===== config.mk =====
export PLATFORM = sky130hd
export DESIGN_NAME = skip_test_instructions
export DESIGN_NICKNAME = d
export VERILOG_FILES = /design/src/rtl/skip_test_pkg.sv /design/src/rtl/skip_test_instructions.sv
export SDC_FILE = /design/constraint.sdc
export NUM_CORES = 1
export LEC_CHECK = 0
export BUFFER_PORTS_ARGS = -buffer_cell sky130_fd_sc_hd__buf_2
export CAP_MARGIN = 20
export CORE_MARGIN = 8
export CORE_UTILIZATION = 40
export DETAILED_ROUTE_END_ITERATION = 10
export PLACE_DENSITY = 0.89
export SLEW_MARGIN = 20
export SYNTH_ARGS = -nofsm -noshare
export SYNTH_HDL_FRONTEND = slang
export SYNTH_SLANG_ARGS = --single-unit

===== constraint.sdc =====
create_clock -name hclk -period 2.4 [get_ports hclk]
set_input_delay 0.72 -clock hclk [delete_from_list [all_inputs] [get_ports hclk]]
set_output_delay 0.72 -clock hclk [all_outputs]
set_load 0.01 [all_outputs]

===== src/rtl/skip_test_pkg.sv =====
// Constants and carrier types for the conditional-skip instruction decoder.
// Assumes a 10-bit instruction word and a 32-bit AHB-Lite register bus.
package skip_test_pkg;

  // ---------------------------------------------------------------
  // Instruction encodings
  // ---------------------------------------------------------------
  localparam logic [9:0] OP_PIN_A_LEVEL = 10'h03a;
  localparam logic [9:0] OP_PIN_B_LEVEL = 10'h03b;

  // ---------------------------------------------------------------
  // Register map (byte addresses) and field positions
  // ---------------------------------------------------------------
  localparam logic [7:0] ADDR_PIN_A_CTRL = 8'h00;
  localparam logic [7:0] ADDR_PIN_B_CTRL = 8'h04;
  localparam logic [7:0] ADDR_CTRL_V     = 8'h08;
  localparam logic [7:0] ADDR_STATUS     = 8'h0c;
  localparam int         CTRL_W          = 4;
  localparam int         POL_BIT         = 2;
  localparam int         TMR1_EN_BIT     = 2;
  localparam int         ST_PD           = 0;
  localparam int         ST_TMR1         = 1;
  localparam int         ST_SKIP         = 2;
  localparam int         ST_PIN_A        = 3;
  localparam int         ST_PIN_B        = 4;
  localparam logic [3:0] CTRL_RESET      = 4'h0;
  localparam int         SYNC_STAGES     = 3;

  // AHB-Lite transfer type bit that marks an active transfer
  localparam int         HTRANS_ACTIVE   = 1;

  // ---------------------------------------------------------------
  // Carriers
  // ---------------------------------------------------------------
  typedef struct packed {
    logic       valid;
    logic [9:0] word;
  } fetch_type;

  typedef struct packed {
    logic exec_ok;
    logic squash;
  } issue_type;

endpackage


===== src/rtl/skip_test_instructions.sv =====
// Decode and execute logic for the pin-level, power-down and timer 1
// conditional-skip instructions, with an AHB-Lite control/status slave.
// Assumes words arrive from the fetch path on hclk, one per valid cycle.
//
// How it works
// - Word 0x03a is the pin A level test: one word, one cycle.
// - Pin A test skips on low when polarity bit 2 is 0, on high when 1.
// - Word 0x03b is the pin B level test: one word, one cycle.
// - Pin B test skips on low when its polarity bit is 0, high when 1.
// - Power-down test skips when the flag is 1 and never changes it.
// - Timer 1 test, enable 0: flag 1 clears it and skips; flag 0 runs on.
// - Timer 1 test with enable 1 is a no-op: no skip, flag untouched.
// - Power-down and timer 1 tests: one word, one cycle, carry untouched.
`timescale 1ns/1ns
module skip_test_instructions #(
  parameter logic [9:0] OP_POWERDOWN = 10'h003,
  parameter logic [9:0] OP_TMR1      = 10'h280
) (
  input  wire logic                     hclk,
  input  wire logic                     hresetn,
  input  wire logic                     hsel,
  input  wire logic [31:0]              haddr,
  input  wire logic [1:0]               htrans,
  input  wire logic                     hwrite,
  input  wire logic [2:0]               hsize,
  input  wire logic [31:0]              hwdata,
  input  wire logic                     hready,
  output logic      [31:0]              hrdata,
  output logic                          hreadyout,
  output logic                          hresp,
  input  wire skip_test_pkg::fetch_type fetch,
  input  wire logic                     ext_irq_pin_a,
  input  wire logic                     ext_irq_pin_b,
  input  wire logic                     powerdown_flag,
  input  wire logic                     tmr1_event,
  output skip_test_pkg::issue_type      issue,
  output logic                          tmr1_request_flag
);

  // ---------------------------------------------------------------
  // Pin synchronisers
  // ---------------------------------------------------------------
  logic [skip_test_pkg::SYNC_STAGES-1:0] sync_a_ff;
  logic [skip_test_pkg::SYNC_STAGES-1:0] sync_b_ff;
  logic                                  pin_a_ff;
  logic                                  pin_b_ff;

  always_ff @(posedge hclk or negedge hresetn) begin
    if (!hresetn) begin
      sync_a_ff <= '0;
      sync_b_ff <= '0;
    end else begin
      sync_a_ff <= {sync_a_ff[1:0], ext_irq_pin_a};
      sync_b_ff <= {sync_b_ff[1:0], ext_irq_pin_b};
    end
  end

  // A level counts only once stages two and three agree
  always_ff @(posedge hclk or negedge hresetn) begin
    if (!hresetn) begin
      pin_a_ff <= 1'b0;
      pin_b_ff <= 1'b0;
    end else begin
      if (sync_a_ff[1] == sync_a_ff[2]) begin
        pin_a_ff <= sync_a_ff[2];
      end
      if (sync_b_ff[1] == sync_b_ff[2]) begin
        pin_b_ff <= sync_b_ff[2];
      end
    end
  end

  // ---------------------------------------------------------------
  // Control registers
  // ---------------------------------------------------------------
  logic [skip_test_pkg::CTRL_W-1:0] pin_a_irq_ctrl_reg_ff;
  logic [skip_test_pkg::CTRL_W-1:0] pin_b_irq_ctrl_reg_ff;
  logic [skip_test_pkg::CTRL_W-1:0] irq_ctrl_reg_v_ff;
  logic                             wr_pend_ff;
  logic [7:0]                       wr_addr_ff;

  logic pin_a_polarity_sel;
  logic pin_b_polarity_sel;
  logic tmr1_irq_enable;
  assign pin_a_polarity_sel = pin_a_irq_ctrl_reg_ff[skip_test_pkg::POL_BIT];
  assign pin_b_polarity_sel = pin_b_irq_ctrl_reg_ff[skip_test_pkg::POL_BIT];
  assign tmr1_irq_enable    = irq_ctrl_reg_v_ff[skip_test_pkg::TMR1_EN_BIT];

  logic addr_phase;
  assign addr_phase = hsel & hready & htrans[skip_test_pkg::HTRANS_ACTIVE];

  always_ff @(posedge hclk or negedge hresetn) begin
    if (!hresetn) begin
      wr_pend_ff <= 1'b0;
      wr_addr_ff <= 8'h00;
    end else begin
      wr_pend_ff <= addr_phase & hwrite;
      wr_addr_ff <= haddr[7:0];
    end
  end

  always_ff @(posedge hclk or negedge hresetn) begin
    if (!hresetn) begin
      pin_a_irq_ctrl_reg_ff <= skip_test_pkg::CTRL_RESET;
      pin_b_irq_ctrl_reg_ff <= skip_test_pkg::CTRL_RESET;
      irq_ctrl_reg_v_ff     <= skip_test_pkg::CTRL_RESET;
    end else if (wr_pend_ff) begin
      unique case (wr_addr_ff)
        skip_test_pkg::ADDR_PIN_A_CTRL: begin
          pin_a_irq_ctrl_reg_ff <= hwdata[skip_test_pkg::CTRL_W-1:0];
        end
        skip_test_pkg::ADDR_PIN_B_CTRL: begin
          pin_b_irq_ctrl_reg_ff <= hwdata[skip_test_pkg::CTRL_W-1:0];
        end
        skip_test_pkg::ADDR_CTRL_V: begin
          irq_ctrl_reg_v_ff <= hwdata[skip_test_pkg::CTRL_W-1:0];
        end
        default: begin
        end
      endcase
    end
  end

  // ---------------------------------------------------------------
  // Instruction decode and skip evaluation
  // ---------------------------------------------------------------
  logic skip_pending_ff;
  logic live;
  logic is_pin_a;
  logic is_pin_b;
  logic is_pd;
  logic is_tmr1;
  logic nxt_skip;
  logic tmr1_clear;

  // A word under a pending skip is dropped before decode
  assign live     = fetch.valid & ~skip_pending_ff;
  assign is_pin_a = live
                  & (fetch.word == skip_test_pkg::OP_PIN_A_LEVEL);
  assign is_pin_b = live
                  & (fetch.word == skip_test_pkg::OP_PIN_B_LEVEL);
  assign is_pd    = live & (fetch.word == OP_POWERDOWN);
  assign is_tmr1  = live & (fetch.word == OP_TMR1);

  // Enable high turns the timer 1 test into a plain no-op
  assign tmr1_clear = is_tmr1 & ~tmr1_irq_enable
                    & tmr1_request_flag;

  always_comb begin
    nxt_skip = 1'b0;
    if (is_pin_a) begin
      nxt_skip = (pin_a_ff == pin_a_polarity_sel);
    end else if (is_pin_b) begin
      nxt_skip = (pin_b_ff == pin_b_polarity_sel);
    end else if (is_pd) begin
      nxt_skip = powerdown_flag;
    end else if (is_tmr1) begin
      nxt_skip = tmr1_clear;
    end
  end

  // Pending skip lasts until the next valid word is dropped; one cycle each
  always_ff @(posedge hclk or negedge hresetn) begin
    if (!hresetn) begin
      skip_pending_ff <= 1'b0;
    end else if (fetch.valid) begin
      skip_pending_ff <= nxt_skip;
    end
  end

  always_ff @(posedge hclk or negedge hresetn) begin
    if (!hresetn) begin
      issue <= '0;
    end else begin
      issue.exec_ok <= live;
      issue.squash  <= fetch.valid & skip_pending_ff;
    end
  end

  // Timer 1 request: hardware set wins over any clear in the same cycle
  logic sw_tmr1_clear;
  assign sw_tmr1_clear = wr_pend_ff
                       & (wr_addr_ff == skip_test_pkg::ADDR_STATUS)
                       & hwdata[skip_test_pkg::ST_TMR1];

  always_ff @(posedge hclk or negedge hresetn) begin
    if (!hresetn) begin
      tmr1_request_flag <= 1'b0;
    end else if (tmr1_event) begin
      tmr1_request_flag <= 1'b1;
    end else if (tmr1_clear | sw_tmr1_clear) begin
      tmr1_request_flag <= 1'b0;
    end
  end

  // ---------------------------------------------------------------
  // Read path: data readied in the address phase, zero wait states
  // ---------------------------------------------------------------
  logic [31:0] nxt_rdata;

  always_comb begin
    nxt_rdata = 32'h0000_0000;
    unique case (haddr[7:0])
      skip_test_pkg::ADDR_PIN_A_CTRL: begin
        nxt_rdata[skip_test_pkg::CTRL_W-1:0] = pin_a_irq_ctrl_reg_ff;
      end
      skip_test_pkg::ADDR_PIN_B_CTRL: begin
        nxt_rdata[skip_test_pkg::CTRL_W-1:0] = pin_b_irq_ctrl_reg_ff;
      end
      skip_test_pkg::ADDR_CTRL_V: begin
        nxt_rdata[skip_test_pkg::CTRL_W-1:0] = irq_ctrl_reg_v_ff;
      end
      skip_test_pkg::ADDR_STATUS: begin
        nxt_rdata[skip_test_pkg::ST_PD]    = powerdown_flag;
        nxt_rdata[skip_test_pkg::ST_TMR1]  = tmr1_request_flag;
        nxt_rdata[skip_test_pkg::ST_SKIP]  = skip_pending_ff;
        nxt_rdata[skip_test_pkg::ST_PIN_A] = pin_a_ff;
        nxt_rdata[skip_test_pkg::ST_PIN_B] = pin_b_ff;
      end
      default: begin
      end
    endcase
  end

  always_ff @(posedge hclk or negedge hresetn) begin
    if (!hresetn) begin
      hrdata    <= 32'h0000_0000;
      hreadyout <= 1'b0;
      hresp     <= 1'b0;
    end else begin
      hreadyout <= 1'b1;
      hresp     <= 1'b0;
      if (addr_phase & ~hwrite) begin
        hrdata <= nxt_rdata;
      end
    end
  end

endmodule


==> results of run 1 <==
-- power groups by stage --
stage / Clock, mW / Combinational (mW) / Sequential [mW]
2_1_floorplan: 0 / 0.0835 / 0.708
4_1_cts: 0.419 / 0.108 / 0.698
3_5_place_dp: 0 / 0.108 / 0.711
6_report: 0.405 / 0.108 / 0.698
3_3_place_gp: 0 / 0.104 / 0.708
5_1_grt: 0.459 / 0.122 / 0.700
-- worst min-delay path by stage --
stage	end	slack, ps
after floorplan	sync_a_ff[1]$_DFF_PN0_	330
after global placement	sync_b_ff[1]$_DFF_PN0_	330
after detailed placement	sync_a_ff[1]$_DFF_PN0_	340
after CTS	sync_a_ff[1]$_DFF_PN0_	350
after global routing	sync_b_ff[1]$_DFF_PN0_	370
final	sync_a_ff[1]$_DFF_PN0_	350
-- layout make-up --
class	instances	area [um2]
Inverter	4	15.0
Multi-Input combinational cell	89	646
Fill cell	404	2290
Tap cell	52	65.1
Timing Repair Buffer	43	220
Sequential cell	39	976
Clock buffer	7	76.3
Clock inverter	1	5.00
-- metal layers --
layer | global-route usage [%] | wire (um) | vias up
li1 | - | - | 517
met1 | 11.3 | 1250 | 528
met2 | 16.7 | 1790 | 36
met3 | 4.98 | 317 | 6
met4 | 4.21 | 34 | 2
met5 | 0 | 8 | -
-- per-stage QoR --
step           cell area [um2]  utilization, %
3_5_place_dp              1920            44.8
3_3_place_gp              1920            44.8
6_report                  2000            46.6
5_1_grt                   2000            46.6
4_1_cts                   2000            46.6
2_1_floorplan             1850               -
-- kinds of logic (layout without fill, tap and decap cells) --
family	after synthesis	count (layout)	share of synthesized area, %
AO/OA/AOI/OAI	10	10	3.36
XOR/XNOR	2	2	1.00
adder cells (fa/ha/maj)	2	2	1.14
buffers and inverters	33	55	13.1
flip-flops	39	39	55.8
multiplexers	16	16	12.9
other	2	29	0.429
AND/OR/NAND/NOR	30	30	12.3
-- flip-flops by register name (all words and copies together) (netlist names) --
name,count
skip_pending_ff,1
tmr1_request_flag,1
sync_b_ff,3
wr_pend_ff,1
irq_ctrl_reg_v_ff,4
pin_a_irq_ctrl_reg_ff,4
wr_addr_ff,8
issue,2
sync_a_ff,3
hrdata,5
pin_b_ff,1
pin_b_irq_ctrl_reg_ff,4
pin_a_ff,1
hreadyout,1
-- cell usage after synthesis --
library cell	count
dfrtp_1	39
buf_4	28
mux2_2	12
nand2_1	6
o21ai_0	5
inv_1	4
mux4_2	4
nand3_1	3
nor4_1	3
conb_1	2
maj3_1	2
nand4_1	2
nand4b_1	2
or4_1	2
a21oi_1	1
a31o_2	1
a31oi_1	1
and2_1	1
and3_1	1
and4_1	1
clkbuf_1	1
nand3b_1	1
nor2_1	1
nor2b_1	1
nor3_4	1
nor3b_4	1
nor4b_1	1
o21bai_1	1
o22ai_1	1
or4_4	1
or4b_1	1
or4b_2	1
xnor2_1	1
xor2_1	1
==> flow_metrics.tcl, run 1 <==
set metrics [dict create \
    rows 24 \
    path_depth 4 \
    fp.dieArea_um2 6750 \
    area_growth_pct 14.5 \
    swShare_pct 23.2 \
    p_clk_share_pct 33.4 \
    setup_slack_ps 262 \
    critPathArrivalTime_ps 2300 \
    stdcell_count 235 \
    synthCells 134 \
    vdd_drop_max_uv 293 \
    critPathLaunch "wr_addr_ff[4]$_DFF_PN0_" \
    h-tree-depth 2 \
    status "finished clean" \
    ioPinCount 126 \
    crit_buf_inv 0 \
    viasPerCell 4.63 \
    design_power_total_mw 1.21 \
    clk_latency_ps 280 \
    wl_um 3390 \
    synth_top_area_share_pct 55.8 \
    seqPwrFrac_pct 57.6 \
    cts_made_buffers 5 \
    dpl.hpwl_um 2860 \
    whs_ps 348 \
    max_stage_delay_ps 540 \
    layout_common_cells "buf_2 (41), dfrtp_1 (39), conb_1 (29)" \
    drt_iter0_markers 69 \
    drive_gt1_share_pct 38.3 \
    antenna_left 0 \
    cts_root_buffer "clkbuf_8" \
    fmax_mhz 468 \
    cp_cell_sequence "or4b_1, or4_4, nor3b_4, mux2_2" \
    fin_crit_sh_pct 89.1 \
    hold_buffers 0 \
    yosys_warnings 0 \
    endpoint "pin_b_irq_ctrl_reg_ff[0]$_DFFE_PN0P_" \
    min_path_cells 0 \
    cts_buffer_depth 2 \
    grt_start_max_net_pins 27 \
    synth.distinct_cells 34 \
    diodes 0 \
    hold_violations 0 \
    hold_path.class "flip-flop to flip-flop" \
    cp_top_family "simple AND/OR/NAND/NOR gates" \
    drc 0 \
    r2r-end "pin_b_irq_ctrl_reg_ff[0]$_DFFE_PN0P_" \
    startpoint_type "flip-flop" \
    worstPathRequired_ps 2560 \
    postCtsSetupBuffers 0 \
    synth.cell_area_um2 1750 \
    ys_seq_elements 39 \
    p_leak_nw 0.983 \
    tightest_slew_ps 549 \
    cts.repair.resized 0 \
    final.setup.tns_ps 0 \
    rsz0062_at_grt "no" \
    gp_congestion 0.775 \
    cts_sinks 39 \
    antenna_found_initial 1 \
    cp_max_fo 4 \
    yosysTopAreaCell "dfrtp_1" \
    cap_violations 0 \
    final_common_cell "buf_2" \
    die_y_um 82.1 \
    dpl_worst_slack_ps 240 \
    die-width_um 82.1 \
    gr-total-overflow 0 \
    finalNetCount 271 \
    slew_headroom_pct 62.9 \
    cts_tree "done" \
    slowest_stage "or4b_1" \
    dr_total_vias 1089 \
    portBuffers 41 \
    grt_first_pass_wirelength_um 5260 \
    yosysSeqAreaShare_pct 55.8 \
    wl_per_cell_um 14.4 \
    crit_path_end_kind "flip-flop" \
    placed_cells 227 \
    intPower_uw 930 \
    setup_viol 0 \
    ys_top_cells_by_area "dfrtp_1 (56%), buf_4 (12%), mux2_2 (7.7%), mux4_2 (5.2%), o21ai_0 (1.4%)" \
    min_from "sync_a_ff[0]$_DFF_PN0_" \
    skew_ps 4.42 \
    start_util_pct 40.7 \
    synth_area_per_cell_um2 13.1 \
    core_um2 4290 \
    criticalPathCategory "flip-flop to flip-flop" \
    grt_pass1_vias 1123 \
    power_per_cell_area_nw_per_um2 605 \
    reg2reg_slack_ps 260 \
    period_needed_ps 2140 \
    r2r-start "wr_addr_ff[4]$_DFF_PN0_" \
    r2r_cells 4 \
    p_switching_uw 281 \
    drv_slew 0 \
    dr.pass1.iters 4 \
    grt_usage_pct 10.3 \
    path_clk_slew_ps 70 \
    combPwrFrac_pct 8.9 \
]
Note: power is estimated with default switching activity, not from simulation.
==> inputs of run 2 (changes only) <==
--- a/config.mk
+++ b/config.mk
@@ -7,10 +7,12 @@
 export LEC_CHECK = 0
 export BUFFER_PORTS_ARGS = -buffer_cell sky130_fd_sc_hd__buf_2
 export CAP_MARGIN = 20
+export CELL_PAD_IN_SITES_DETAIL_PLACEMENT = 1
+export CELL_PAD_IN_SITES_GLOBAL_PLACEMENT = 1
 export CORE_MARGIN = 8
-export CORE_UTILIZATION = 40
+export CORE_UTILIZATION = 26
 export DETAILED_ROUTE_END_ITERATION = 10
-export PLACE_DENSITY = 0.89
+export PLACE_DENSITY = 0.84
 export SLEW_MARGIN = 20
 export SYNTH_ARGS = -nofsm -noshare
 export SYNTH_HDL_FRONTEND = slang
==> constraint.sdc (replaced) <==
create_clock -name hclk -period 1.9 [get_ports hclk]
set_input_delay 0.57 -clock hclk [delete_from_list [all_inputs] [get_ports hclk]]
set_output_delay 0.57 -clock hclk [all_outputs]
set_load 0.01 [all_outputs]
==> run 2 against run 1 <==
Compared with the run above:
- cell area rose by 8.0%
- critical path depth grew 1
- power rose by 30%
- die area rose by 42%
- routed wire length grew 20%
- the flow now finishes with violations (setup timing)
- core utilization is 14 points lower
==> flow_metrics.tcl, run 2 (synthesis results as in run 1) <==
set metrics [dict create \
    max_stage_delay_ps 550 \
    vdd_drop_max_uv 359 \
    r2r_cells 5 \
    gp_congestion 0.733 \
    grt_pass1_vias 1273 \
    period_needed_ps 2230 \
    startpoint_type "flip-flop" \
    cp_cell_sequence "or4b_4, or4_4, nor3b_4, buf_6, mux2_4" \
    power_per_cell_area_nw_per_um2 725 \
    viasPerCell 4.16 \
    rsz0062_at_grt "yes" \
    h-tree-depth 2 \
    skew_ps 11.0 \
    status "finished, violations left" \
    hold_violations 0 \
    cp_max_fo 4 \
    cp_top_family "simple AND/OR/NAND/NOR gates" \
    r2r-start "wr_addr_ff[6]$_DFF_PN0_" \
    slew_headroom_pct 61.7 \
    fmax_mhz 448 \
    fillers 746 \
    drive_gt1_share_pct 42.1 \
    wl_um 4080 \
    cts_sinks 39 \
    failed_checks "setup timing" \
    clk_latency_ps 290 \
    diodes 0 \
    slowest_stage "or4b_4" \
    p_leak_nw 1.04 \
    top_register "wr_addr_ff" \
    dr.pass1.iters 3 \
    cts_buffer_depth 2 \
    reg2reg_slack_ps -330 \
    stdcell_area_um2 2160 \
    crit_buf_inv 1 \
    gr-total-overflow 0 \
    rows 30 \
    worstPathRequired_ps 2070 \
    dpl_worst_slack_ps -320 \
    drt_iter0_markers 34 \
    wl_per_cell_um 15.1 \
    largest_reg_flops 8 \
    grt_usage_pct 8.73 \
    dpl.hpwl_um 3130 \
    portBuffers 41 \
    path_clk_slew_ps 80 \
    drv_slew 0 \
    final_common_cell "buf_2" \
    antenna_found_initial 1 \
    reg_top3 "wr_addr_ff (8), hrdata (5)" \
    start_util_pct 26.3 \
    criticalPathCategory "flip-flop to flip-flop" \
    fp.dieArea_um2 9610 \
    grt_first_pass_wirelength_um 6560 \
    r2r-end "pin_b_irq_ctrl_reg_ff[0]$_DFFE_PN0P_" \
    cts_tree "done" \
    final.setup.tns_ps -3000 \
    die_y_um 98.0 \
    finalNetCount 278 \
    fin_crit_sh_pct 117 \
    antenna_left 0 \
    design_power_total_mw 1.57 \
    die-width_um 98.0 \
    cts_root_buffer "clkbuf_8" \
    drc 0 \
    dr_total_vias 1122 \
    ioPinCount 126 \
    layout_common_cells "buf_2 (41), dfrtp_1 (39), conb_1 (29)" \
    tightest_slew_ps 566 \
    cts_made_buffers 5 \
    grt_start_max_net_pins 40 \
    setup_slack_ps -330 \
    area_growth_pct 23.7 \
    place_area_um2 1990 \
    core_um2 6640 \
    crit_path_end_kind "flip-flop" \
    critPathArrivalTime_ps 2400 \
    hold_path.class "input pin to asynchronous set/reset pin" \
    setup_viol 12 \
    cap_violations 0 \
]
run 2: worst max-delay path by stage:
stage                     cells past startpoint  slack (ps)                                   end                    start
after global routing                          5        -370  pin_a_irq_ctrl_reg_ff[1]$_DFFE_PN0P_  wr_addr_ff[6]$_DFF_PN0_
after CTS                                     5        -330  pin_b_irq_ctrl_reg_ff[2]$_DFFE_PN0P_  wr_addr_ff[6]$_DFF_PN0_
after global placement                        4        -280  pin_b_irq_ctrl_reg_ff[2]$_DFFE_PN0P_  wr_addr_ff[4]$_DFF_PN0_
after detailed placement                      4        -320  pin_b_irq_ctrl_reg_ff[3]$_DFFE_PN0P_  wr_addr_ff[4]$_DFF_PN0_
final                                         5        -330  pin_b_irq_ctrl_reg_ff[0]$_DFFE_PN0P_  wr_addr_ff[6]$_DFF_PN0_
after floorplan                               4        -140  pin_b_irq_ctrl_reg_ff[0]$_DFFE_PN0P_  wr_addr_ff[4]$_DFF_PN0_
run 2: per-layer routing:
| metal | part of all wire [%] | routed length [um] | vias up | track usage, % |
|---|---|---|---|---|
| li1 | - | - | 525 | - |
| met3 | 6.3 | 257 | 7 | 3.70 |
| met2 | 49 | 2000 | 44 | 14.1 |
| met1 | 43 | 1770 | 544 | 9.95 |
| met4 | 1.1 | 46 | 2 | 3.60 |
| met5 | 0.32 | 13 | - | 0 |
run 2: area by class of cell:
type                       instances  area, um2  area share, %
sequential                        39        976           45.1
multi-input combinational         89        698           32.3
timing repair buffer              50        289           13.4
tap                               80        100           4.63
clock buffer                       6       72.6           3.35
inverter                           4       15.0          0.694
clock inverter                     2       12.5          0.578
run 2: per-stage QoR:
| step | hold slack, ps | std cells | util (%) |
|---|---|---|---|
| floorplan | 274 | 161 | - |
| global route | 245 | 270 | 32.6 |
| detailed placement | 336 | 256 | 29.9 |
| CTS | 234 | 269 | 32.2 |
| finish | 228 | 270 | 32.6 |
| global placement | 333 | 256 | 29.9 |
run 2: worst register-to-register path, delay by kind of cell, from the launching register on:
family	cells	cell delay [ps]
buffers and inverters	1	160
multiplexers	1	310
flip-flops	1	370
AND/OR/NAND/NOR	3	1290
run 2: report_power, final:
part	total (mW)	switching, mW	internal [mW]
Clock	0.541	0.285	0.256
Combinational	0.145	0.0839	0.0610
Sequential	0.883	0.0219	0.861
run 2: timing repair:
item                       4_1_cts  5_1_grt
gates resized for setup          7        3
hold buffers                     0        0
setup endpoints to repair       12       12
pin swaps                        3        2
setup buffers                    5        1
==> inputs of run 3 (changes only) <==
--- a/config.mk
+++ b/config.mk
@@ -5,6 +5,7 @@
 export SDC_FILE = /design/constraint.sdc
 export NUM_CORES = 1
 export LEC_CHECK = 0
+export ABC_AREA = 1
 export BUFFER_PORTS_ARGS = -buffer_cell sky130_fd_sc_hd__buf_2
 export CAP_MARGIN = 20
 export CELL_PAD_IN_SITES_DETAIL_PLACEMENT = 1
@@ -12,7 +13,7 @@
 export CORE_MARGIN = 8
 export CORE_UTILIZATION = 26
 export DETAILED_ROUTE_END_ITERATION = 10
-export PLACE_DENSITY = 0.84
+export PLACE_DENSITY = 0.86
 export SLEW_MARGIN = 20
 export SYNTH_ARGS = -nofsm -noshare
 export SYNTH_HDL_FRONTEND = slang
==> run 3 against run 2 <==
Compared with the run above:
- the run now ends clean
- power is 1.6% higher
- cell area is 5.3% higher
- area after synthesis is 11% higher
- synthesized cell count is 69% higher
- cell count is 39% higher
- count of clock-buffer cells in the layout is 1 lower
- core utilization is 1.2 points lower
- clock skew is 3.9 ps lower
- worst hold slack worse by 39 ps
- routed wire length is 19% higher
- fmax is 52% higher
- register-to-register slack better by 950 ps
==> flow_metrics.tcl, run 3 <==
set metrics [dict create \
    ys_seq_elements 39 \
    postCtsSetupBuffers 0 \
    diodes 0 \
    multi_input_area_um2 754 \
    fillers 913 \
    place_area_um2 2190 \
    yosysTopAreaCell "dfrtp_1" \
    cts_root_buffer "clkbuf_8" \
    stdcell_count 374 \
    slowest_stage "dfrtp_1" \
    gr-total-overflow 0 \
    combPwrFrac_pct 10.1 \
    area_growth_pct 16.9 \
    synth.distinct_cells 23 \
    yosys-top-cells-count "nand2_1 (51), dfrtp_1 (39), buf_4 (29)" \
    largest_reg_flops 8 \
    hold_path.class "input pin to asynchronous set/reset pin" \
    yosys_warnings 0 \
    crit_buf_inv 1 \
    gp_congestion 0.795 \
    reg2reg_slack_ps 620 \
    finalNetCount 363 \
    viasPerCell 4.10 \
    yosysSeqAreaShare_pct 50.1 \
    period_needed_ps 1470 \
    cts_tree "done" \
    seqPwrFrac_pct 54.8 \
    top_register "wr_addr_ff" \
    path_depth 1 \
    synth_area_per_cell_um2 8.62 \
    final.setup.tns_ps 0 \
    async_reset_ff_share_pct 100 \
    drive_gt1_share_pct 25.8 \
    die-width_um 103 \
    dr.pass1.iters 4 \
    cap_violations 0 \
    dr_total_vias 1533 \
    cp_cell_sequence "buf_2" \
    endpoint "tmr1_request_flag" \
    drv_slew 0 \
    grt_usage_pct 9.79 \
    layout_common_cells "nand2_1 (51), buf_2 (41), dfrtp_1 (39)" \
    h-tree-depth 2 \
    drc 0 \
    hold_violations 0 \
    synth_ff_type "dfrtp_1" \
    stdcell_area_um2 2280 \
    fp.dieArea_um2 10500 \
    power_per_cell_area_nw_per_um2 700 \
    final_common_cell "nand2_1" \
    synthCells 226 \
    critPathArrivalTime_ps 900 \
    r2r_cells 5 \
    max_stage_delay_ps 430 \
    p_switching_uw 427 \
    r2r-start "wr_addr_ff[1]$_DFF_PN0_" \
    dpl.hpwl_um 3980 \
    grt_pass1_vias 1695 \
    skew_ps 7.09 \
    grt_start_max_net_pins 25 \
    setup_viol 0 \
    clk_latency_ps 300 \
    antenna_found_initial 0 \
    worstPathRequired_ps 1330 \
    cts.repair.resized 0 \
    placed_cells 366 \
    status "finished clean" \
    crit_path_end_kind "output port" \
    die_y_um 103 \
    intPower_mw 1.17 \
    cts_buffer_depth 2 \
    p_leak_nw 1.21 \
    portBuffers 41 \
    wl_per_cell_um 13.0 \
    p_clk_share_pct 35.2 \
    drt_iter0_markers 58 \
    synth.cell_area_um2 1950 \
    start_util_pct 26.9 \
    vdd_drop_max_uv 209 \
    core_um2 7250 \
    path_clk_slew_ps 80 \
    synth_most_common_cell "nand2_1" \
    ys_top_cells_by_area "dfrtp_1 (50%), buf_4 (11%), nand2_1 (9.8%), nand3_1 (5.1%), o21ai_1 (4.4%)" \
    antenna_left 0 \
    synth_top_area_share_pct 50.1 \
    critPathLaunch "tmr1_request_flag$_DFFE_PN0P_" \
    rows 31 \
    hold_buffers 0 \
    ff_latch_area_um2 976 \
    criticalPathCategory "flip-flop to output port" \
    synth-edff-count 0 \
    startpoint_type "flip-flop" \
    cts_sinks 39 \
    r2r-end "irq_ctrl_reg_v_ff[1]$_DFFE_PN0P_" \
    wl_um 4870 \
    cp_max_fo 4 \
    grt_first_pass_wirelength_um 7960 \
    rsz0062_at_grt "no" \
    swShare_pct 26.8 \
    fin_crit_sh_pct 77.2 \
    fmax_mhz 682 \
    ioPinCount 126 \
    reg_top3 "wr_addr_ff (8), hrdata (5)" \
    cts_made_buffers 5 \
    cp_top_family "flip-flops" \
]
-- run 3: kinds of logic (layout without fill, tap and decap cells) --
| logic type | count (synthesis) | count (layout) | share of synthesized area, % |
|---|---|---|---|
| XOR/XNOR | 2 | 2 | 0.899 |
| flip-flops | 39 | 39 | 50.1 |
| adder cells (fa/ha/maj) | 2 | 2 | 1.03 |
| other | 2 | 29 | 0.386 |
| AO/OA/AOI/OAI | 19 | 19 | 4.88 |
| AND/OR/NAND/NOR | 106 | 106 | 26.3 |
| buffers and inverters | 56 | 78 | 16.4 |
-- run 3: worst min-delay path by stage --
stage,depth (start not counted),endpoint
finish,1,wr_addr_ff[2]$_DFF_PN0_
global route,1,wr_addr_ff[4]$_DFF_PN0_
CTS,1,wr_addr_ff[5]$_DFF_PN0_
detailed placement,0,sync_a_ff[1]$_DFF_PN0_
global placement,0,sync_b_ff[1]$_DFF_PN0_
floorplan,0,hrdata[0]$_DFFE_PN0P_
-- run 3: routing by layer --
layer	GRT usage [%]	up-vias	wire (um)	part of all wire, %
met5	0	-	0	0
met4	3.72	0	72	1.5
met2	17.2	42	2460	51
li1	-	743	-	-
met3	3.11	6	339	7.0
met1	10.7	742	2000	41
-- run 3: area by class of cell --
class,count,area share [%]
sequential,39,42.9
clock inverter,3,0.879
clock buffer,5,3.02
tap,99,5.44
multi-input combinational,158,33.1
timing repair buffer,43,10.2
inverter,27,4.45
-- run 3: power by group through the flow --
stage / Clock, mW / Sequential (mW) / Combinational [mW]
floorplan: 0 / 0.887 / 0.120
global placement: 0 / 0.888 / 0.154
detailed placement: 0 / 0.890 / 0.160
CTS: 0.573 / 0.874 / 0.161
global route: 0.607 / 0.876 / 0.182
finish: 0.560 / 0.873 / 0.160
-- run 3: stage by stage --
stage | util, % | setup WS [ps] | total power, mW | hold slack [ps]
after global placement | 30.2 | 276 | 1.04 | 332
after floorplan | - | 626 | 1.01 | 274
final | 31.4 | 433 | 1.59 | 189
after detailed placement | 30.2 | 234 | 1.05 | 336
after CTS | 31.4 | 434 | 1.61 | 200
after global routing | 31.4 | 355 | 1.67 | 211
